`src/hdl/wdog_pkg.sv`:
```
// shared constants, field layouts and carrier types of the runaway code watchdog
package wdog_pkg;

  // bus and datapath widths
  localparam int ADDR_W      = 18;          // byte address width of the register port
  localparam int DATA_W      = 32;          // bus data width
  localparam int PRESCALER_W = 12;          // shared prescaler stages
  localparam int COUNTER_W   = 6;           // watchdog counter stages

  // register map: the service register index counts words, so byte address = index * 4
  localparam logic [15:0]       SERVICE_INDEX = 16'hffff;
  localparam logic [ADDR_W-1:0] SERVICE_ADDR  = {SERVICE_INDEX, 2'b00};
  localparam logic [ADDR_W-1:0] CONTROL_ADDR  = 18'h00000;
  localparam logic [ADDR_W-1:0] STATUS_ADDR   = 18'h00004;

  // control register fields and reset values
  localparam int   CTRL_DISABLE_BIT = 0;    // watchdog_disable_opt
  localparam int   CTRL_RATE_BIT    = 1;    // timeout_rate_select, 1 selects the long timeout
  localparam logic CTRL_DISABLE_RST = 1'b0;
  localparam logic CTRL_RATE_RST    = 1'b0;

  // status register fields
  localparam int STAT_CAUSE_BIT    = 0;     // reset_cause_status watchdog flag, write 1 to clear
  localparam int STAT_ACTIVE_BIT   = 1;     // reset pulse in progress
  localparam int STAT_DISABLED_BIT = 2;     // watchdog held off
  localparam int STAT_PIN_BIT      = 3;     // sampled level of the reset pin
  localparam int STAT_COUNT_LSB    = 8;     // watchdog counter value
  localparam int STAT_PRESC_LSB    = 16;    // prescaler value

  // response codes
  localparam logic [1:0] RESP_OKAY   = 2'b00;
  localparam logic [1:0] RESP_SLVERR = 2'b10;

  // timing in crystal clock cycles
  localparam int SHORT_PERIOD         = 128;     // prescaler tap for the short timeout
  localparam int LONG_PERIOD          = 4096;    // prescaler tap for the long timeout
  localparam int SHORT_TIMEOUT_CYCLES = 8176;
  localparam int LONG_TIMEOUT_CYCLES  = 262128;
  localparam int TIMEOUT_TRIM = (1 << COUNTER_W) * SHORT_PERIOD - SHORT_TIMEOUT_CYCLES;
  localparam int SERVICE_CLEAR_LSB    = 4;       // service clears prescaler stages 12..5
  localparam int RESET_PIN_CYCLES     = 32;      // reset pin low time
  localparam int POR_CLEAR_CYCLES     = 4096;    // prescaler clear after power-up

  // control carrier
  typedef struct packed {
    logic rate_long;                        // long timeout selected
    logic disable_opt;                      // software disable
  } wdog_ctrl_t;

  // clear requests into the counter chain
  typedef struct packed {
    logic stop_mode;                        // crystal removed, prescaler cleared
    logic vector_fetch;                     // reset vector on the bus
    logic por_clear;                        // power-up clear
    logic internal_reset;                   // any internal reset
    logic hold_clear;                       // disabled or reset pulse running
    logic service;                          // service write
  } wdog_clear_t;

  // counter chain state
  typedef struct packed {
    logic [PRESCALER_W-1:0] prescaler;
    logic [COUNTER_W-1:0]   count;
    logic                   timeout;        // overflow point reached
  } wdog_count_t;

  // register selector
  typedef enum logic [1:0] {
    SEL_NONE    = 2'b00,
    SEL_CONTROL = 2'b01,
    SEL_STATUS  = 2'b10,
    SEL_SERVICE = 2'b11
  } reg_sel_t;

  // watchdog sequencer states
  typedef enum logic [1:0] {
    ST_COUNTING  = 2'b00,
    ST_DISABLED  = 2'b01,
    ST_RESET_OUT = 2'b10
  } wd_state_t;

endpackage : wdog_pkg

```
`src/hdl/runaway_code_watchdog.sv`:
```
// watchdog top: register slave, disable logic, reset pulse and cause flag
//
// Function
// RL1: 6-bit counter fed by 12-bit shared prescaler
// RL2: clocked by crystal clock only
// RL3: overflow resets after 8176 or 262128 cycles
// RL4: service register decoded at index ffff
// RL5: any service write clears counter, restarts timeout
// RL6: service clears prescaler stages 12..5 (conflict resolved)
// RL7: service read returns reset vector low byte
// RL8: reset pin low 32 cycles, cause flag set
// RL9: stop instruction clears the prescaler
// RL10: prescaler cleared 4096 cycles after power-up
// RL11: internal reset clears prescaler and counter
// RL12: reset vector fetch clears the prescaler
// RL13: disable option suppresses watchdog resets
// RL14: rate option selects between two timeouts
// RL15: monitor mode test voltage disables watchdog
// RL16: break state with test voltage disables
// RL17: no CPU interrupt, only system reset
// RL18: software services promptly, from main program
// RL19: stop mode removes clock, clears prescaler
// RL20: wait mode keeps counting, resets at timeout
// RL21: disabled holds counter clear, suppresses reset
//
// Local design decision: the AXI4-Lite interface to the registers.
`timescale 1ns/1ps

module runaway_code_watchdog #(
  parameter int         RESET_PIN_CYCLES = wdog_pkg::RESET_PIN_CYCLES,
  parameter int         POR_CLEAR_CYCLES = wdog_pkg::POR_CLEAR_CYCLES,
  parameter logic [7:0] RESET_VECTOR_LOW = 8'h00  // low byte of the reset vector
) (
  // clock is the crystal clock, reset synchronous active low
  input  wire logic                        aclk,
  input  wire logic                        aresetn,
  // write address channel
  input  wire logic [wdog_pkg::ADDR_W-1:0] awaddr,
  input  wire logic [2:0]                  awprot,
  input  wire logic                        awvalid,
  output logic                             awready,
  // write data channel
  input  wire logic [wdog_pkg::DATA_W-1:0] wdata,
  input  wire logic [3:0]                  wstrb,
  input  wire logic                        wvalid,
  output logic                             wready,
  // write response channel
  output logic [1:0]                       bresp,
  output logic                             bvalid,
  input  wire logic                        bready,
  // read address channel
  input  wire logic [wdog_pkg::ADDR_W-1:0] araddr,
  input  wire logic [2:0]                  arprot,
  input  wire logic                        arvalid,
  output logic                             arready,
  // read data channel
  output logic [wdog_pkg::DATA_W-1:0]      rdata,
  output logic [1:0]                       rresp,
  output logic                             rvalid,
  input  wire logic                        rready,
  // cpu and system integration events
  input  wire logic                        stop_mode,
  input  wire logic                        vector_fetch,
  input  wire logic                        internal_reset,
  input  wire logic                        monitor_mode,
  input  wire logic                        break_state,
  input  wire logic                        test_high_voltage_on_reset,
  input  wire logic                        test_high_voltage_on_irq,
  // open-drain reset pin
  input  wire logic                        reset_pin_i,
  output logic                             reset_pin_o,
  output logic                             reset_pin_oe,
  // system reset and cause
  output logic                             system_reset,
  output logic                             watchdog_cause
);

  // widths of the local counters
  localparam int PULSE_W = $clog2(RESET_PIN_CYCLES);
  localparam int POR_W   = $clog2(POR_CLEAR_CYCLES + 1);
  localparam logic [PULSE_W-1:0] PULSE_LOAD = PULSE_W'(RESET_PIN_CYCLES - 1);
  localparam logic [POR_W-1:0]   POR_LAST   = POR_W'(POR_CLEAR_CYCLES - 1);
  localparam logic [POR_W-1:0]   POR_DONE   = POR_W'(POR_CLEAR_CYCLES);

  // address decode shared by the read and write paths
  function automatic wdog_pkg::reg_sel_t decode_reg(input logic [wdog_pkg::ADDR_W-1:0] addr);
    if (addr == wdog_pkg::SERVICE_ADDR) begin       // see RL4
      return wdog_pkg::SEL_SERVICE;
    end else if (addr == wdog_pkg::CONTROL_ADDR) begin
      return wdog_pkg::SEL_CONTROL;
    end else if (addr == wdog_pkg::STATUS_ADDR) begin
      return wdog_pkg::SEL_STATUS;
    end else begin
      return wdog_pkg::SEL_NONE;
    end
  endfunction : decode_reg

  // ---- state ----
  logic [wdog_pkg::ADDR_W-1:0] wr_addr;       // captured write address
  logic [wdog_pkg::DATA_W-1:0] wr_data;       // captured write data
  logic [3:0]                  wr_strb;       // captured byte strobes
  wdog_pkg::wdog_ctrl_t        ctrl;          // software control bits
  wdog_pkg::wd_state_t         state;         // sequencer state
  wdog_pkg::wd_state_t         next_state;
  logic [PULSE_W-1:0]          pulse_count;   // reset pin cycles left
  logic [PULSE_W-1:0]          next_pulse_count;
  logic [POR_W-1:0]            por_count;     // cycles since power-up
  logic                        next_cause;    // next cause flag value
  logic                        pin_level;     // sampled reset pin

  // ---- decode and control wires ----
  wdog_pkg::reg_sel_t          wr_sel;        // write target
  wdog_pkg::reg_sel_t          rd_sel;        // read target
  logic                        wr_fire;       // both write halves held
  logic                        aw_take;       // write address handshake
  logic                        w_take;        // write data handshake
  logic                        b_done;        // write response handshake
  logic                        ar_take;       // read address handshake
  logic                        r_done;        // read data handshake
  logic                        service_write; // service strobe
  logic                        ctrl_write;    // control register strobe
  logic                        cause_clear;   // software clear of cause flag
  logic                        test_disable;  // test voltage hold-off
  logic                        eff_disable;   // watchdog held off
  logic                        wd_fire;       // overflow accepted
  logic                        por_clear;     // one-shot power-up clear
  logic [wdog_pkg::DATA_W-1:0] status_word;   // assembled status
  logic [wdog_pkg::DATA_W-1:0] read_word;     // read mux output
  wdog_pkg::wdog_clear_t       clears;        // clear requests to the chain
  wdog_pkg::wdog_count_t       chain;         // counter chain state

  // ---- bus handshakes ----
  assign aw_take = awvalid & awready;
  assign w_take  = wvalid & wready;
  assign b_done  = bvalid & bready;
  assign ar_take = arvalid & arready;
  assign r_done  = rvalid & rready;
  // write goes ahead once both halves are held and no response is pending
  assign wr_fire = ~awready & ~wready & ~bvalid;

  // ---- register decode ----
  assign wr_sel        = decode_reg(wr_addr);
  assign rd_sel        = decode_reg(araddr);
  // any value, any byte lanes, restarts the timeout (see RL5)
  assign service_write = wr_fire & (wr_sel == wdog_pkg::SEL_SERVICE);
  assign ctrl_write    = wr_fire & (wr_sel == wdog_pkg::SEL_CONTROL) & wr_strb[0];
  assign cause_clear   = wr_fire & (wr_sel == wdog_pkg::SEL_STATUS) & wr_strb[0]
                       & wr_data[wdog_pkg::STAT_CAUSE_BIT];

  // ---- disable sources ----
  // test voltage on either pin in monitor mode, or on the reset pin in break state, holds the watchdog off
  assign test_disable = (monitor_mode & (test_high_voltage_on_reset | test_high_voltage_on_irq))
                      | (break_state & test_high_voltage_on_reset); // see RL15 see RL16
  assign eff_disable  = ctrl.disable_opt | test_disable;            // see RL13

  // overflow only counts while running and enabled; wait mode changes nothing (see RL20)
  assign wd_fire = (state == wdog_pkg::ST_COUNTING) & ~eff_disable & chain.timeout; // see RL3

  // ---- power-up clear ----
  assign por_clear = por_count == POR_LAST; // see RL10

  // ---- clear requests ----
  assign clears.stop_mode      = stop_mode;       // see RL9 see RL19
  assign clears.vector_fetch   = vector_fetch;    // see RL12
  assign clears.por_clear      = por_clear;
  assign clears.internal_reset = internal_reset;  // see RL11
  // held clear while disabled or while our own reset runs (see RL21)
  assign clears.hold_clear     = eff_disable | (state != wdog_pkg::ST_COUNTING);
  assign clears.service        = service_write;

  // ---- cause flag: set wins over the software clear ----
  assign next_cause = wd_fire | (watchdog_cause & ~cause_clear); // see RL8

  // ---- status and read mux ----
  always_comb begin
    status_word = '0;
    status_word[wdog_pkg::STAT_CAUSE_BIT]    = watchdog_cause;
    status_word[wdog_pkg::STAT_ACTIVE_BIT]   = state == wdog_pkg::ST_RESET_OUT;
    status_word[wdog_pkg::STAT_DISABLED_BIT] = eff_disable;
    status_word[wdog_pkg::STAT_PIN_BIT]      = pin_level;
    status_word[wdog_pkg::STAT_COUNT_LSB +: wdog_pkg::COUNTER_W]   = chain.count;
    status_word[wdog_pkg::STAT_PRESC_LSB +: wdog_pkg::PRESCALER_W] = chain.prescaler;
  end

  // service read returns the vector byte and touches nothing (see RL7)
  always_comb begin
    read_word = '0;
    unique case (rd_sel)
      wdog_pkg::SEL_SERVICE: read_word[7:0] = RESET_VECTOR_LOW;
      wdog_pkg::SEL_CONTROL: begin
        read_word[wdog_pkg::CTRL_DISABLE_BIT] = ctrl.disable_opt;
        read_word[wdog_pkg::CTRL_RATE_BIT]    = ctrl.rate_long;
      end
      wdog_pkg::SEL_STATUS:  read_word = status_word;
      wdog_pkg::SEL_NONE:    read_word = '0;
    endcase
  end

  // ---- sequencer next state ----
  always_comb begin
    next_state       = state;
    next_pulse_count = pulse_count;
    unique case (state)
      // running: go quiet when disabled, start the pulse on overflow
      wdog_pkg::ST_COUNTING: begin
        if (eff_disable) begin
          next_state = wdog_pkg::ST_DISABLED;
        end else if (wd_fire) begin
          next_state       = wdog_pkg::ST_RESET_OUT; // see RL8
          next_pulse_count = PULSE_LOAD;
        end
      end
      // held off: restart from zero once released
      wdog_pkg::ST_DISABLED: begin
        if (!eff_disable) begin
          next_state = wdog_pkg::ST_COUNTING;
        end
      end
      // pulse: hold the reset for the full pin time
      wdog_pkg::ST_RESET_OUT: begin
        if (pulse_count == '0) begin
          next_state = wdog_pkg::ST_COUNTING;
        end else begin
          next_pulse_count = pulse_count - PULSE_W'(1);
        end
      end
      default: begin
        next_state = wdog_pkg::ST_COUNTING;
      end
    endcase
  end

  // ---- write address and data capture ----
  always_ff @(posedge aclk) begin
    if (!aresetn) begin
      awready <= 1'b1;
      wr_addr <= '0;
    end else if (aw_take) begin
      awready <= 1'b0;
      wr_addr <= awaddr;
    end else if (b_done) begin
      awready <= 1'b1;
    end
  end

  // data half, taken independently of the address
  always_ff @(posedge aclk) begin
    if (!aresetn) begin
      wready  <= 1'b1;
      wr_data <= '0;
      wr_strb <= '0;
    end else if (w_take) begin
      wready  <= 1'b0;
      wr_data <= wdata;
      wr_strb <= wstrb;
    end else if (b_done) begin
      wready  <= 1'b1;
    end
  end

  // ---- write response ----
  always_ff @(posedge aclk) begin
    if (!aresetn) begin
      bvalid <= 1'b0;
      bresp  <= wdog_pkg::RESP_OKAY;
    end else if (wr_fire) begin
      bvalid <= 1'b1;
      bresp  <= (wr_sel == wdog_pkg::SEL_NONE) ? wdog_pkg::RESP_SLVERR : wdog_pkg::RESP_OKAY;
    end else if (b_done) begin
      bvalid <= 1'b0;
    end
  end

  // ---- read channel: data registered at the address handshake ----
  always_ff @(posedge aclk) begin
    if (!aresetn) begin
      arready <= 1'b1;
      rvalid  <= 1'b0;
      rdata   <= '0;
      rresp   <= wdog_pkg::RESP_OKAY;
    end else if (ar_take) begin
      arready <= 1'b0;
      rvalid  <= 1'b1;
      rdata   <= read_word;
      rresp   <= (rd_sel == wdog_pkg::SEL_NONE) ? wdog_pkg::RESP_SLVERR : wdog_pkg::RESP_OKAY;
    end else if (r_done) begin
      arready <= 1'b1;
      rvalid  <= 1'b0;
    end
  end

  // ---- control register ----
  always_ff @(posedge aclk) begin
    if (!aresetn) begin
      ctrl.disable_opt <= wdog_pkg::CTRL_DISABLE_RST;
      ctrl.rate_long   <= wdog_pkg::CTRL_RATE_RST;
    end else if (ctrl_write) begin
      ctrl.disable_opt <= wr_data[wdog_pkg::CTRL_DISABLE_BIT]; // see RL13
      ctrl.rate_long   <= wr_data[wdog_pkg::CTRL_RATE_BIT];    // see RL14
    end
  end

  // ---- power-up counter, stops once the clear has fired ----
  always_ff @(posedge aclk) begin
    if (!aresetn) begin
      por_count <= '0;
    end else if (por_count != POR_DONE) begin
      por_count <= por_count + POR_W'(1);
    end
  end

  // ---- sequencer and reset pulse ----
  always_ff @(posedge aclk) begin
    if (!aresetn) begin
      state       <= wdog_pkg::ST_COUNTING;
      pulse_count <= '0;
    end else begin
      state       <= next_state;
      pulse_count <= next_pulse_count;
    end
  end

  // ---- registered outputs; the only action is a reset, never an interrupt ----
  always_ff @(posedge aclk) begin
    if (!aresetn) begin
      system_reset   <= 1'b0;
      reset_pin_oe   <= 1'b0;
      reset_pin_o    <= 1'b0;
      watchdog_cause <= 1'b0;
      pin_level      <= 1'b1;
    end else begin
      system_reset   <= next_state == wdog_pkg::ST_RESET_OUT; // see RL17
      reset_pin_oe   <= next_state == wdog_pkg::ST_RESET_OUT; // see RL8
      reset_pin_o    <= 1'b0;
      watchdog_cause <= next_cause;
      pin_level      <= reset_pin_i;
    end
  end

  // ---- counter chain ----
  timeout_counter #(
    .PRESCALER_W (wdog_pkg::PRESCALER_W),
    .COUNTER_W   (wdog_pkg::COUNTER_W)
  ) u_chain (
    .aclk      (aclk),
    .aresetn   (aresetn),
    .rate_long (ctrl.rate_long),
    .clears    (clears),
    .state     (chain)
  );

endmodule : runaway_code_watchdog

```
`src/hdl/timeout_counter.sv`:
```
// prescaler and watchdog counter chain with timeout detection
`timescale 1ns/1ps

module timeout_counter #(
  parameter int PRESCALER_W = wdog_pkg::PRESCALER_W,
  parameter int COUNTER_W   = wdog_pkg::COUNTER_W
) (
  input  wire logic                 aclk,
  input  wire logic                 aresetn,
  input  wire logic                 rate_long,
  input  wire wdog_pkg::wdog_clear_t clears,
  output wdog_pkg::wdog_count_t     state
);

  // tap and fire points for both rates
  localparam logic [PRESCALER_W-1:0] SHORT_LAST = PRESCALER_W'(wdog_pkg::SHORT_PERIOD - 1);
  localparam logic [PRESCALER_W-1:0] LONG_LAST  = PRESCALER_W'(wdog_pkg::LONG_PERIOD - 1);
  localparam logic [PRESCALER_W-1:0] SHORT_FIRE =
    PRESCALER_W'(wdog_pkg::SHORT_PERIOD - wdog_pkg::TIMEOUT_TRIM);
  localparam logic [PRESCALER_W-1:0] LONG_FIRE  =
    PRESCALER_W'(wdog_pkg::LONG_PERIOD - wdog_pkg::TIMEOUT_TRIM);
  localparam logic [PRESCALER_W-1:0] KEEP_MASK  =
    PRESCALER_W'((1 << wdog_pkg::SERVICE_CLEAR_LSB) - 1);

  logic [PRESCALER_W-1:0] prescaler;        // shared prescaler
  logic [PRESCALER_W-1:0] next_prescaler;
  logic [COUNTER_W-1:0]   count;            // watchdog counter
  logic [COUNTER_W-1:0]   next_count;
  logic [PRESCALER_W-1:0] low_bits;         // prescaler stages below the selected tap
  logic                   tick;             // counter advance
  logic                   full_clear;       // whole prescaler clear

  // rate select picks the tap feeding the counter (see RL14)
  assign low_bits = rate_long ? prescaler : (prescaler & SHORT_LAST);
  assign tick     = low_bits == (rate_long ? LONG_LAST : SHORT_LAST); // see RL1

  // overflow lands 8176 or 262128 cycles after a full clear (see RL3)
  assign state.timeout   = (count == '1) && (low_bits == (rate_long ? LONG_FIRE : SHORT_FIRE));
  assign state.prescaler = prescaler;
  assign state.count     = count;

  // prescaler clears: stop, vector fetch, power-up, internal reset, hold
  assign full_clear = clears.stop_mode | clears.vector_fetch | clears.por_clear
                    | clears.internal_reset | clears.hold_clear; // see RL9 see RL12 see RL10 see RL11

  // service keeps only the four lowest stages (see RL6)
  assign next_prescaler = full_clear     ? '0 :
                          clears.service ? (prescaler & KEEP_MASK) :
                                           prescaler + PRESCALER_W'(1);

  // counter clears on reset, hold or service, freezes in stop (see RL5 see RL19 see RL21)
  assign next_count = (clears.internal_reset | clears.hold_clear) ? '0 :
                      clears.service                            ? '0 :
                      clears.stop_mode                          ? count :
                      tick                                      ? count + COUNTER_W'(1) :
                                                                  count;

  // chain registers on the crystal clock only (see RL2)
  always_ff @(posedge aclk) begin
    if (!aresetn) begin
      prescaler <= '0;
      count     <= '0;
    end else begin
      prescaler <= next_prescaler;
      count     <= next_count;
    end
  end

endmodule : timeout_counter

```
`config.mk`:
```
export PLATFORM = sky130hd
export DESIGN_NAME = runaway_code_watchdog
export DESIGN_NICKNAME = d
export VERILOG_FILES = /design/src/hdl/wdog_pkg.sv /design/src/hdl/runaway_code_watchdog.sv /design/src/hdl/timeout_counter.sv
export SDC_FILE = /design/constraint.sdc
export NUM_CORES = 1
export LEC_CHECK = 0
export ABC_AREA = 0
export BUFFER_PORTS_ARGS = -buffer_cell sky130_fd_sc_hd__buf_2
export CAP_MARGIN = 0
export CORE_MARGIN = 1
export CORE_UTILIZATION = 35
export DETAILED_ROUTE_END_ITERATION = 8
export GPL_ROUTABILITY_DRIVEN = 1
export PLACE_DENSITY = 0.61
export SYNTH_ARGS = -nofsm -noshare
export SYNTH_HDL_FRONTEND = slang
export SYNTH_HIERARCHICAL = 1
export SYNTH_SLANG_ARGS = --single-unit
```
`constraint.sdc`:
```
create_clock -name aclk -period 3.6 [get_ports aclk]
set_input_delay 0.72 -clock aclk [delete_from_list [all_inputs] [get_ports aclk]]
set_output_delay 0.72 -clock aclk [all_outputs]
set_load 0.05 [all_outputs]
```
==> impl_metrics.tcl, run 1 <==
set metrics [dict create \
    utilization_pct 43.8 \
    grt_pass1_vias 3049 \
    startpoint_type "flop" \
    cp_max_fo 7 \
    port_buffers 85 \
    crit_family "simple AND/OR/NAND/NOR gates" \
    die_h_um 108 \
    fmax_ghz 0.457 \
    fin_hold_ws_ns 0.440 \
    design.core.area_um2 10900 \
    cts_tree "yes" \
    stdcell_count 683 \
    place_inst 667 \
    routed_via_density 5.00 \
    drtAntennaViolNets 0 \
    cts_resized 0 \
    die_x_um 108 \
    finalClockSkew_ns 0.0101 \
    crit_path_top_delay_cell "or4_2" \
    worst_slew_pin_slew_ns 0.617 \
    start_util_pct 36.3 \
    required_ns 3.85 \
    cts_buffers 9 \
    synth_cell_type_count 48 \
    clock_path_buffers 2 \
    timing.final.crit_share_pct 60.8 \
    drt_first_iter_violations 146 \
    hold_path_class "flop to flop" \
    wl_per_cell_um 12.7 \
    grt_pass1_wl_um 14100 \
    worst-path-buf-inv 1 \
    crit_type "flop to flop" \
    postSynth.asyncResetShare_pct 0 \
    clk_latency_ns 0.34 \
    postCtsSetupBuffers 0 \
    setup_slack_ns 1.41 \
    ir_worst_vdd_v 0.000247 \
    crit_arrival_ns 2.44 \
    status "completed" \
    cap_violations 0 \
    grt_max_degree 45 \
    drc 0 \
    root_buffer "clkbuf_16" \
    postPlaceCellArea_um2 4470 \
    htree_levels 3 \
    grt-ovfl-total 0 \
    cts.sinks 93 \
    cp-end-kind "flop" \
    antenna_found_initial 0 \
    syn2layout_area_growth_pct 20.7 \
    num-fill-cells 1094 \
    row_count 38 \
    design_area_um2 4790 \
    antenna_cells 0 \
    gp_congestion 0.780 \
    synth_area_per_cell_um2 8.70 \
    synth_cells 456 \
    die-area_um2 11800 \
    drt-total-wl_um 8700 \
    firstDrtPassIters 4 \
    synth_area_um2 3970 \
    track_usage_pct 15.3 \
    vias 3414 \
    maxSlewViolCount 0 \
    synth_warnings 6 \
    synth_edf_count 0 \
    setup_viol 0 \
    pre_cts_ws_ns 1.28 \
    p_leak_nw 1.90 \
    nNetsFinal 638 \
    dp_hpwl_um 6340 \
    rsz0062_at_grt "no" \
    ys.flop_type "dfxtp_1" \
    power_density_nw_per_um2 474 \
    power_mw 2.27 \
    postCtsHoldBufs 0 \
    ys_seq_area_share_pct 46.9 \
    io_pins 138 \
    drive_above_1_share_pct 20.6 \
    period_needed_ns 2.19 \
    setup_tns_ns 0 \
    max_stage_delay_ns 0.66 \
    path_cells "inv_1, ha_1, nand4b_1, or4_2, nor2_1, o2111a_1, nor3_1, a211oi_1" \
    report.final.hold_viol_count 0 \
    ys_ff_latch 93 \
    clkSlewWorstSetupHoldPaths_ns 0.07 \
    slew_headroom_pct 58.9 \
]
## metal layers
metal,global-route usage (%),up-vias,part of all wire [%]
met5,0,-,0
met4,4.92,0,0.94
met3,4.10,6,4.8
met2,24.9,79,47
met1,19.5,1568,47
li1,-,1761,-
## Yosys cell counts (2+ instances only)
cell type | n | area (um^2)
nand2_1 | 60 | 225
o21a_1 | 4 | 30.0
nor3_1 | 15 | 75.1
o31ai_1 | 5 | 37.5
a21oi_1 | 39 | 195
a211oi_1 | 2 | 15.0
mux2i_1 | 4 | 40.0
buf_2 | 2 | 10.0
or3_1 | 5 | 31.3
inv_1 | 17 | 63.8
xnor2_1 | 15 | 131
nor4_1 | 11 | 68.8
dfxtp_1 | 93 | 1860
and3_1 | 2 | 12.5
nor2b_1 | 6 | 37.5
ha_1 | 7 | 87.6
nand4_1 | 13 | 81.3
nor4b_1 | 3 | 26.3
nand2b_1 | 3 | 18.8
and2_1 | 2 | 12.5
and4_1 | 3 | 26.3
a22o_1 | 20 | 175
nor2_1 | 38 | 143
or4_1 | 4 | 30.0
xor2_1 | 5 | 43.8
buf_4 | 15 | 113
o21ai_0 | 11 | 55.1
nand4b_1 | 2 | 17.5
clkbuf_1 | 12 | 45.0
a31oi_1 | 4 | 25.0
nand3_1 | 17 | 85.1
## flip-flops by register name, indices dropped and copies added (netlist names), 2 cells and up
name               flops
u_chain/prescaler     12
por_count             13
state                  2
u_chain/count          6
rdata                 22
wr_data                2
pulse_count            5
wr_addr               18
ctrl                   2
## layout make-up
| class | count | area (um^2) | share of cell area, % |
|---|---|---|---|
| multi-input combinational | 328 | 1920 | 40.0 |
| clock buffer | 9 | 225 | 4.70 |
| clock inverter | 7 | 96.3 | 2.01 |
| timing repair buffer | 88 | 448 | 9.35 |
| inverter | 18 | 67.6 | 1.41 |
| sequential | 93 | 1860 | 38.9 |
| tap | 140 | 175 | 3.66 |
## placed cells by master, fill, tap and decap left out, drive strengths merged, types with 2 or more instances in the layout
master / n
nand2: 60
and3: 2
buf: 88
and2: 3
nor2: 38
mux2i: 4
a22o: 20
nor3: 15
nand3: 18
or4: 6
nand4: 13
nor4: 12
a211oi: 2
xnor2: 15
xor2: 5
a31oi: 4
clkinv: 3
o21ai: 11
o31ai: 5
nor4b: 3
or3: 6
nand4b: 2
inv: 20
ha: 7
o21a: 4
dfxtp: 93
a21oi: 39
conb: 13
clkbuf: 9
nor2b: 6
bufinv: 2
and4: 3
nand2b: 3
## worst register-to-register path: cells and delay by family, from the launching register on
family / cells / cell delay (ns)
AO/OA/AOI/OAI: 2 / 0.55
adder cells (fa/ha/maj): 1 / 0.14
buffers and inverters: 1 / 0.08
flip-flops: 1 / 0.37
AND/OR/NAND/NOR: 4 / 0.95
## power by group
| part | internal, mW | leakage, nW | total, mW | switching, mW |
|---|---|---|---|---|
| logic | 0.0561 | 0.985 | 0.186 | 0.130 |
| clock network | 0.612 | 0.160 | 1.01 | 0.401 |
| registers | 1.05 | 0.755 | 1.07 | 0.0190 |
## path summary, 6_finish.rpt
| path | cells after the start | slack (ns) | endpoint | from |
|---|---|---|---|---|
| worst max-delay path | 8 | 1.41 | pulse_count[1]$_SDFFE_PN0P_ | u_chain/prescaler[0]$_SDFFE_PP0N_ |
| worst min-delay path | 1 | 0.44 | state[0]$_SDFF_PN0_ | state[1]$_SDFF_PN0_ |
| worst max register to register | 8 | 1.41 | pulse_count[1]$_SDFFE_PN0P_ | u_chain/prescaler[0]$_SDFFE_PP0N_ |
| worst min register to register | 1 | 0.44 | state[0]$_SDFF_PN0_ | state[1]$_SDFF_PN0_ |
## cell families (layout without fill, tap and decap cells)
family	after synthesis	after routing	synth area share, %
flip-flops	93	93	46.9
buffers and inverters	47	122	5.93
multiplexers	4	4	1.01
XOR/XNOR	20	20	4.41
adder cells (fa/ha/maj)	7	7	2.21
AO/OA/AOI/OAI	90	90	14.5
AND/OR/NAND/NOR	194	194	24.9
other	1	13	0.0945
Power figures use the tool's default switching activity.
==> run 2, diff against run 1 <==
==> constraint.sdc (replaced) <==
create_clock -name aclk -period 2.3 [get_ports aclk]
set_input_delay 0.46 -clock aclk [delete_from_list [all_inputs] [get_ports aclk]]
set_output_delay 0.46 -clock aclk [all_outputs]
set_load 0.05 [all_outputs]
==> run 2 against run 1 <==
Compared with the run above:
- sequential power increased by 57%
- clock power increased by 40%
- setup slack got worse by 1.2 ns
- first-iteration DRC count increased by 14%
- clock skew decreased by 0.0041 ns
- register-to-register slack got worse by 1.2 ns
- hold slack got worse by 0.084 ns
==> impl_metrics.tcl, run 2 (synthesis gave the netlist of run 1 again) <==
set metrics [dict create \
    antenna_cells 0 \
    postCtsSetupBuffers 0 \
    io_pins 138 \
    firstDrtPassIters 5 \
    routed_via_density 4.98 \
    nNetsFinal 642 \
    crit_family "simple AND/OR/NAND/NOR gates" \
    clk_latency_ns 0.34 \
    maxSlewViolCount 0 \
    cts_resized 0 \
    crit_type "flop to flop" \
    fin_hold_ws_ns 0.355 \
    cts_tree "yes" \
    cts_buffers 9 \
    drc 0 \
    postCtsHoldBufs 0 \
    wl_per_cell_um 12.7 \
    top_regs "rdata (22), wr_addr (18), por_count (13)" \
    cts.sinks 93 \
    design.core.area_um2 10900 \
    cp_max_fo 8 \
    vias 3421 \
    clock_path_buffers 2 \
    antenna_found_initial 0 \
    dp_hpwl_um 6510 \
    setup_viol 0 \
    pre_cts_ws_ns 0.172 \
    grt_max_degree 45 \
    crit_arrival_ns 2.32 \
    required_ns 2.53 \
    hold_depth 3 \
    syn2layout_area_growth_pct 20.6 \
    timing.final.crit_share_pct 90.6 \
    fmax_ghz 0.480 \
    path_cells "ha_1, nand2_1, nor4_1, nor2b_1, nor3_1, nand3_1, or2_2, nor2_1" \
    worst-path-buf-inv 0 \
    max_stage_delay_ns 0.42 \
    mostFrequentLayoutCell "dfxtp_1" \
    largest_register_ffs 22 \
    status "completed" \
    root_buffer "clkbuf_16" \
    hold_path_class "input port to flop" \
    die_x_um 108 \
    port_buffers 85 \
    drive_above_1_share_pct 21.4 \
    row_count 38 \
    power_density_nw_per_um2 706 \
    r2r_cells 8 \
    drtAntennaViolNets 0 \
    finalClockSkew_ns 0.00603 \
    period_needed_ns 2.08 \
    crit_path_top_delay_cell "nor4_1" \
    rsz0062_at_grt "no" \
    startpoint_type "flop" \
    design_area_um2 4790 \
    gp_congestion 0.770 \
    die_h_um 108 \
    start_util_pct 36.3 \
    cp-end-kind "flop" \
    grt_pass1_wl_um 14300 \
    mostFrequentLayoutCells "93 x dfxtp_1, 85 x buf_2, 60 x nand2_1, 39 x a21oi_1, 38 x nor2_1" \
    grt_pass1_vias 3138 \
    drt-total-wl_um 8740 \
    path_depth 8 \
    ir_worst_vdd_v 0.000380 \
    p_leak_nw 1.90 \
    cap_violations 0 \
    grt-ovfl-total 0 \
    power_mw 3.38 \
    clkSlewWorstSetupHoldPaths_ns 0.06 \
    postPlaceCellArea_um2 4500 \
    worst_slew_pin_slew_ns 0.632 \
    report.final.hold_viol_count 0 \
    setup_tns_ns 0 \
    htree_levels 3 \
    drt_first_iter_violations 166 \
    slew_headroom_pct 57.9 \
    die-area_um2 11800 \
    regMostFlops "rdata" \
    setup_slack_ns 0.215 \
    track_usage_pct 15.7 \
]
-- run 2: cell count changes in the layout (fill, tap and decap cells not counted), sizes merged --
cell / delta
inv: -1
buf: +4
bufinv: -2
clkinvlp: +2
clkbuf: +2
clkinv: -1
-- run 2: where the power goes --
part	switching [mW]	total, mW	internal (mW)
sequential	0.0293	1.68	1.65
combinational	0.204	0.294	0.0905
clock	0.614	1.41	0.791
-- run 2: worst reg2reg max path, cell delays in order (launching register included) --
cell and delay [ns]:
dfxtp_1 0.39, ha_1 0.23, nand2_1 0.15, nor4_1 0.42, nor2b_1 0.22, nor3_1 0.06, nand3_1 0.19, or2_2 0.25
nor2_1 0.08
-- run 2: metal layers --
metal	vias to the layer above	routed length, um	track usage (%)
met5	-	0	0
met1	1596	4100	19.4
li1	1752	-	-
met3	5	379	4.94
met2	68	4200	26.2
met4	0	62	4.34
-- run 2: cell type report --
type	count	area, um^2
multi-input combinational	328	1920
inverter	18	67.6
sequential	93	1860
timing repair buffer	92	478
fill	1104	6150
clock inverter	5	33.8
clock buffer	11	253
tap	140	175
-- run 2: metrics by stage --
| step | std cells | util, % |
|---|---|---|
| 6_report | 687 | 43.8 |
| 5_1_grt | 687 | 43.8 |
| 4_1_cts | 687 | 43.8 |
| 3_5_place_dp | 671 | 41.1 |
| 3_3_place_gp | 671 | 41.1 |
| 2_1_floorplan | 468 | - |
-- run 2: worst paths after layout --
check | from | to | slack (ns)
min reg2reg | pin_level$_SDFF_PN1_ | rdata[3]$_SDFFE_PN0P_ | 0.44
max reg2reg | por_count[0]$_SDFFE_PN0P_ | u_chain/prescaler[7]$_SDFF_PP0_ | 0.22
max | por_count[0]$_SDFFE_PN0P_ | u_chain/prescaler[7]$_SDFF_PP0_ | 0.22
min | awaddr[10] | wr_addr[10]$_SDFFE_PN0P_ | 0.36
==> run 3, diff against run 2 <==
--- a/config.mk
+++ b/config.mk
@@ -9,10 +9,10 @@
 export BUFFER_PORTS_ARGS = -buffer_cell sky130_fd_sc_hd__buf_2
 export CAP_MARGIN = 0
 export CORE_MARGIN = 1
-export CORE_UTILIZATION = 35
+export CORE_UTILIZATION = 50
 export DETAILED_ROUTE_END_ITERATION = 8
 export GPL_ROUTABILITY_DRIVEN = 1
-export PLACE_DENSITY = 0.61
+export PLACE_DENSITY = 0.82
 export SYNTH_ARGS = -nofsm -noshare
 export SYNTH_HDL_FRONTEND = slang
 export SYNTH_HIERARCHICAL = 1
==> run 3 against run 2 <==
Compared with the run above:
- clock power decreased by 18%
- die area is 29% lower
- fmax is 0.74% lower
- sequential cell count did not move
- setup slack got worse by 0.015 ns
- first-iteration DRC count down 33%
- hold slack lost 0.069 ns
- clock skew increased by 0.0064 ns
- design area decreased by 2.5%
- critical endpoint is now pulse_count[1]$_SDFFE_PN0P_
- largest cell class unchanged
==> impl_metrics.tcl, run 3 (synthesis gave the netlist of run 1 again) <==
set metrics [dict create \
    firstDrtPassIters 5 \
    slew_headroom_pct 59.8 \
    period_needed_ns 2.10 \
    gp_congestion 0.819 \
    largest_register_ffs 22 \
    drt-total-wl_um 8480 \
    cp-end-kind "flop" \
    seqCellArea_um2 1860 \
    rsz0062_at_grt "no" \
    syn2layout_area_growth_pct 17.7 \
    clock_path_buffers 2 \
    mostFrequentLayoutCell "dfxtp_1" \
    cts_tree "yes" \
    top_regs "rdata (22), wr_addr (18), por_count (13)" \
    multiInputGateArea_um2 1920 \
    row_count 32 \
    setup_viol 0 \
    cts_buffers 9 \
    startpoint_type "flop" \
    die-area_um2 8300 \
    drc 0 \
    report.final.hold_viol_count 0 \
    design.core.area_um2 7690 \
    crit_type "flop to flop" \
    finalClockSkew_ns 0.0124 \
    required_ns 2.57 \
    drtAntennaViolNets 0 \
    grt_pass1_wl_um 14500 \
    antenna_cells 0 \
    postCtsSetupBuffers 0 \
    power_density_nw_per_um2 669 \
    dp_hpwl_um 6190 \
    die_x_um 91.1 \
    crit_arrival_ns 2.37 \
    cap_violations 0 \
    regMostFlops "rdata" \
    clkSlewWorstSetupHoldPaths_ns 0.09 \
    mostFrequentLayoutCells "93 x dfxtp_1, 85 x buf_2, 60 x nand2_1, 39 x a21oi_1, 38 x nor2_1" \
    fmax_ghz 0.476 \
    vias 3470 \
    antenna_found_initial 0 \
    r2r_slack_ns 0.20 \
    cp_max_fo 7 \
    nNetsFinal 642 \
    grt-ovfl-total 0 \
    place_inst 633 \
    num-fill-cells 694 \
    drive_above_1_share_pct 21.4 \
    grt_max_degree 26 \
    drt_first_iter_violations 111 \
    timing.final.crit_share_pct 91.3 \
    hold_path_class "input port to flop" \
    maxSlewViolCount 0 \
    start_util_pct 51.6 \
    setup_tns_ns 0 \
    root_buffer "clkbuf_8" \
    status "completed" \
    die_h_um 91.1 \
    p_leak_nw 1.87 \
    port_buffers 85 \
    stdcell_count 649 \
    io_pins 138 \
    routed_via_density 5.35 \
    htree_levels 3 \
    ir_worst_vdd_v 0.000519 \
    cts.sinks 93 \
    postCtsHoldBufs 0 \
    wl_per_cell_um 13.1 \
    worst_slew_pin_slew_ns 0.603 \
    track_usage_pct 21.3 \
    grt_pass1_vias 3348 \
    cts_resized 0 \
    clk_latency_ns 0.36 \
]
run 3: cell count changes in the layout (fill, tap and decap cells not counted), sizes merged:
cell	delta
bufinv	+1
clkbuf	-2
clkinv	+2
clkinvlp	-2
inv	+1
run 3: path summary, 6_finish.rpt:
path                                  from                     endpoint  cells after the start
min                            reset_pin_i         pin_level$_SDFF_PN1_                      2
max reg2reg  u_chain/count[0]$_SDFFE_PP0P_  pulse_count[1]$_SDFFE_PN0P_                      7
max          u_chain/count[0]$_SDFFE_PP0P_  pulse_count[1]$_SDFFE_PN0P_                      7
min reg2reg           pin_level$_SDFF_PN1_        rdata[3]$_SDFFE_PN0P_                      1
run 3: final cells by class:
type	count	area share, %
multi-input combinational	328	41.1
sequential	93	39.9
timing repair buffer	92	10.2
tap	102	2.73
clock buffer	9	2.65
clock inverter	7	1.98
inverter	18	1.45
run 3: per-stage QoR:
stage	hold slack (ns)	utilization [%]	total power, mW	cell area [um^2]	setup WS, ns
2_1_floorplan	0.414	-	1.92	4010	0.367
3_3_place_gp	0.429	57.9	2.00	4450	0.219
3_5_place_dp	0.431	57.9	2.01	4450	0.165
4_1_cts	0.270	60.7	3.15	4670	0.135
5_1_grt	0.291	60.7	3.25	4670	0.0627
6_report	0.286	60.7	3.12	4670	0.200
run 3: per-layer routing:
| layer | global-route usage, % | vias to the layer above | share of wire [%] |
|---|---|---|---|
| li1 | - | 1759 | - |
| met3 | 4.19 | 14 | 5.3 |
| met2 | 36.0 | 108 | 48 |
| met1 | 26.5 | 1589 | 45 |
| met5 | 0 | - | 0 |
| met4 | 8.99 | 0 | 1.5 |
run 3: worst max-delay path, stage by stage (launching register included):
cell	delay, ns
dfxtp_1	0.40
ha_1	0.19
nand3_1	0.12
or4_2	0.64
nor2_1	0.12
o2111a_2	0.29
nor3_1	0.07
a211oi_1	0.20
run 3: power breakdown:
group | internal [mW] | switching [mW]
Combinational | 0.0894 | 0.201
Clock | 0.529 | 0.625
Sequential | 1.65 | 0.0323
Total | 2.27 | 0.859
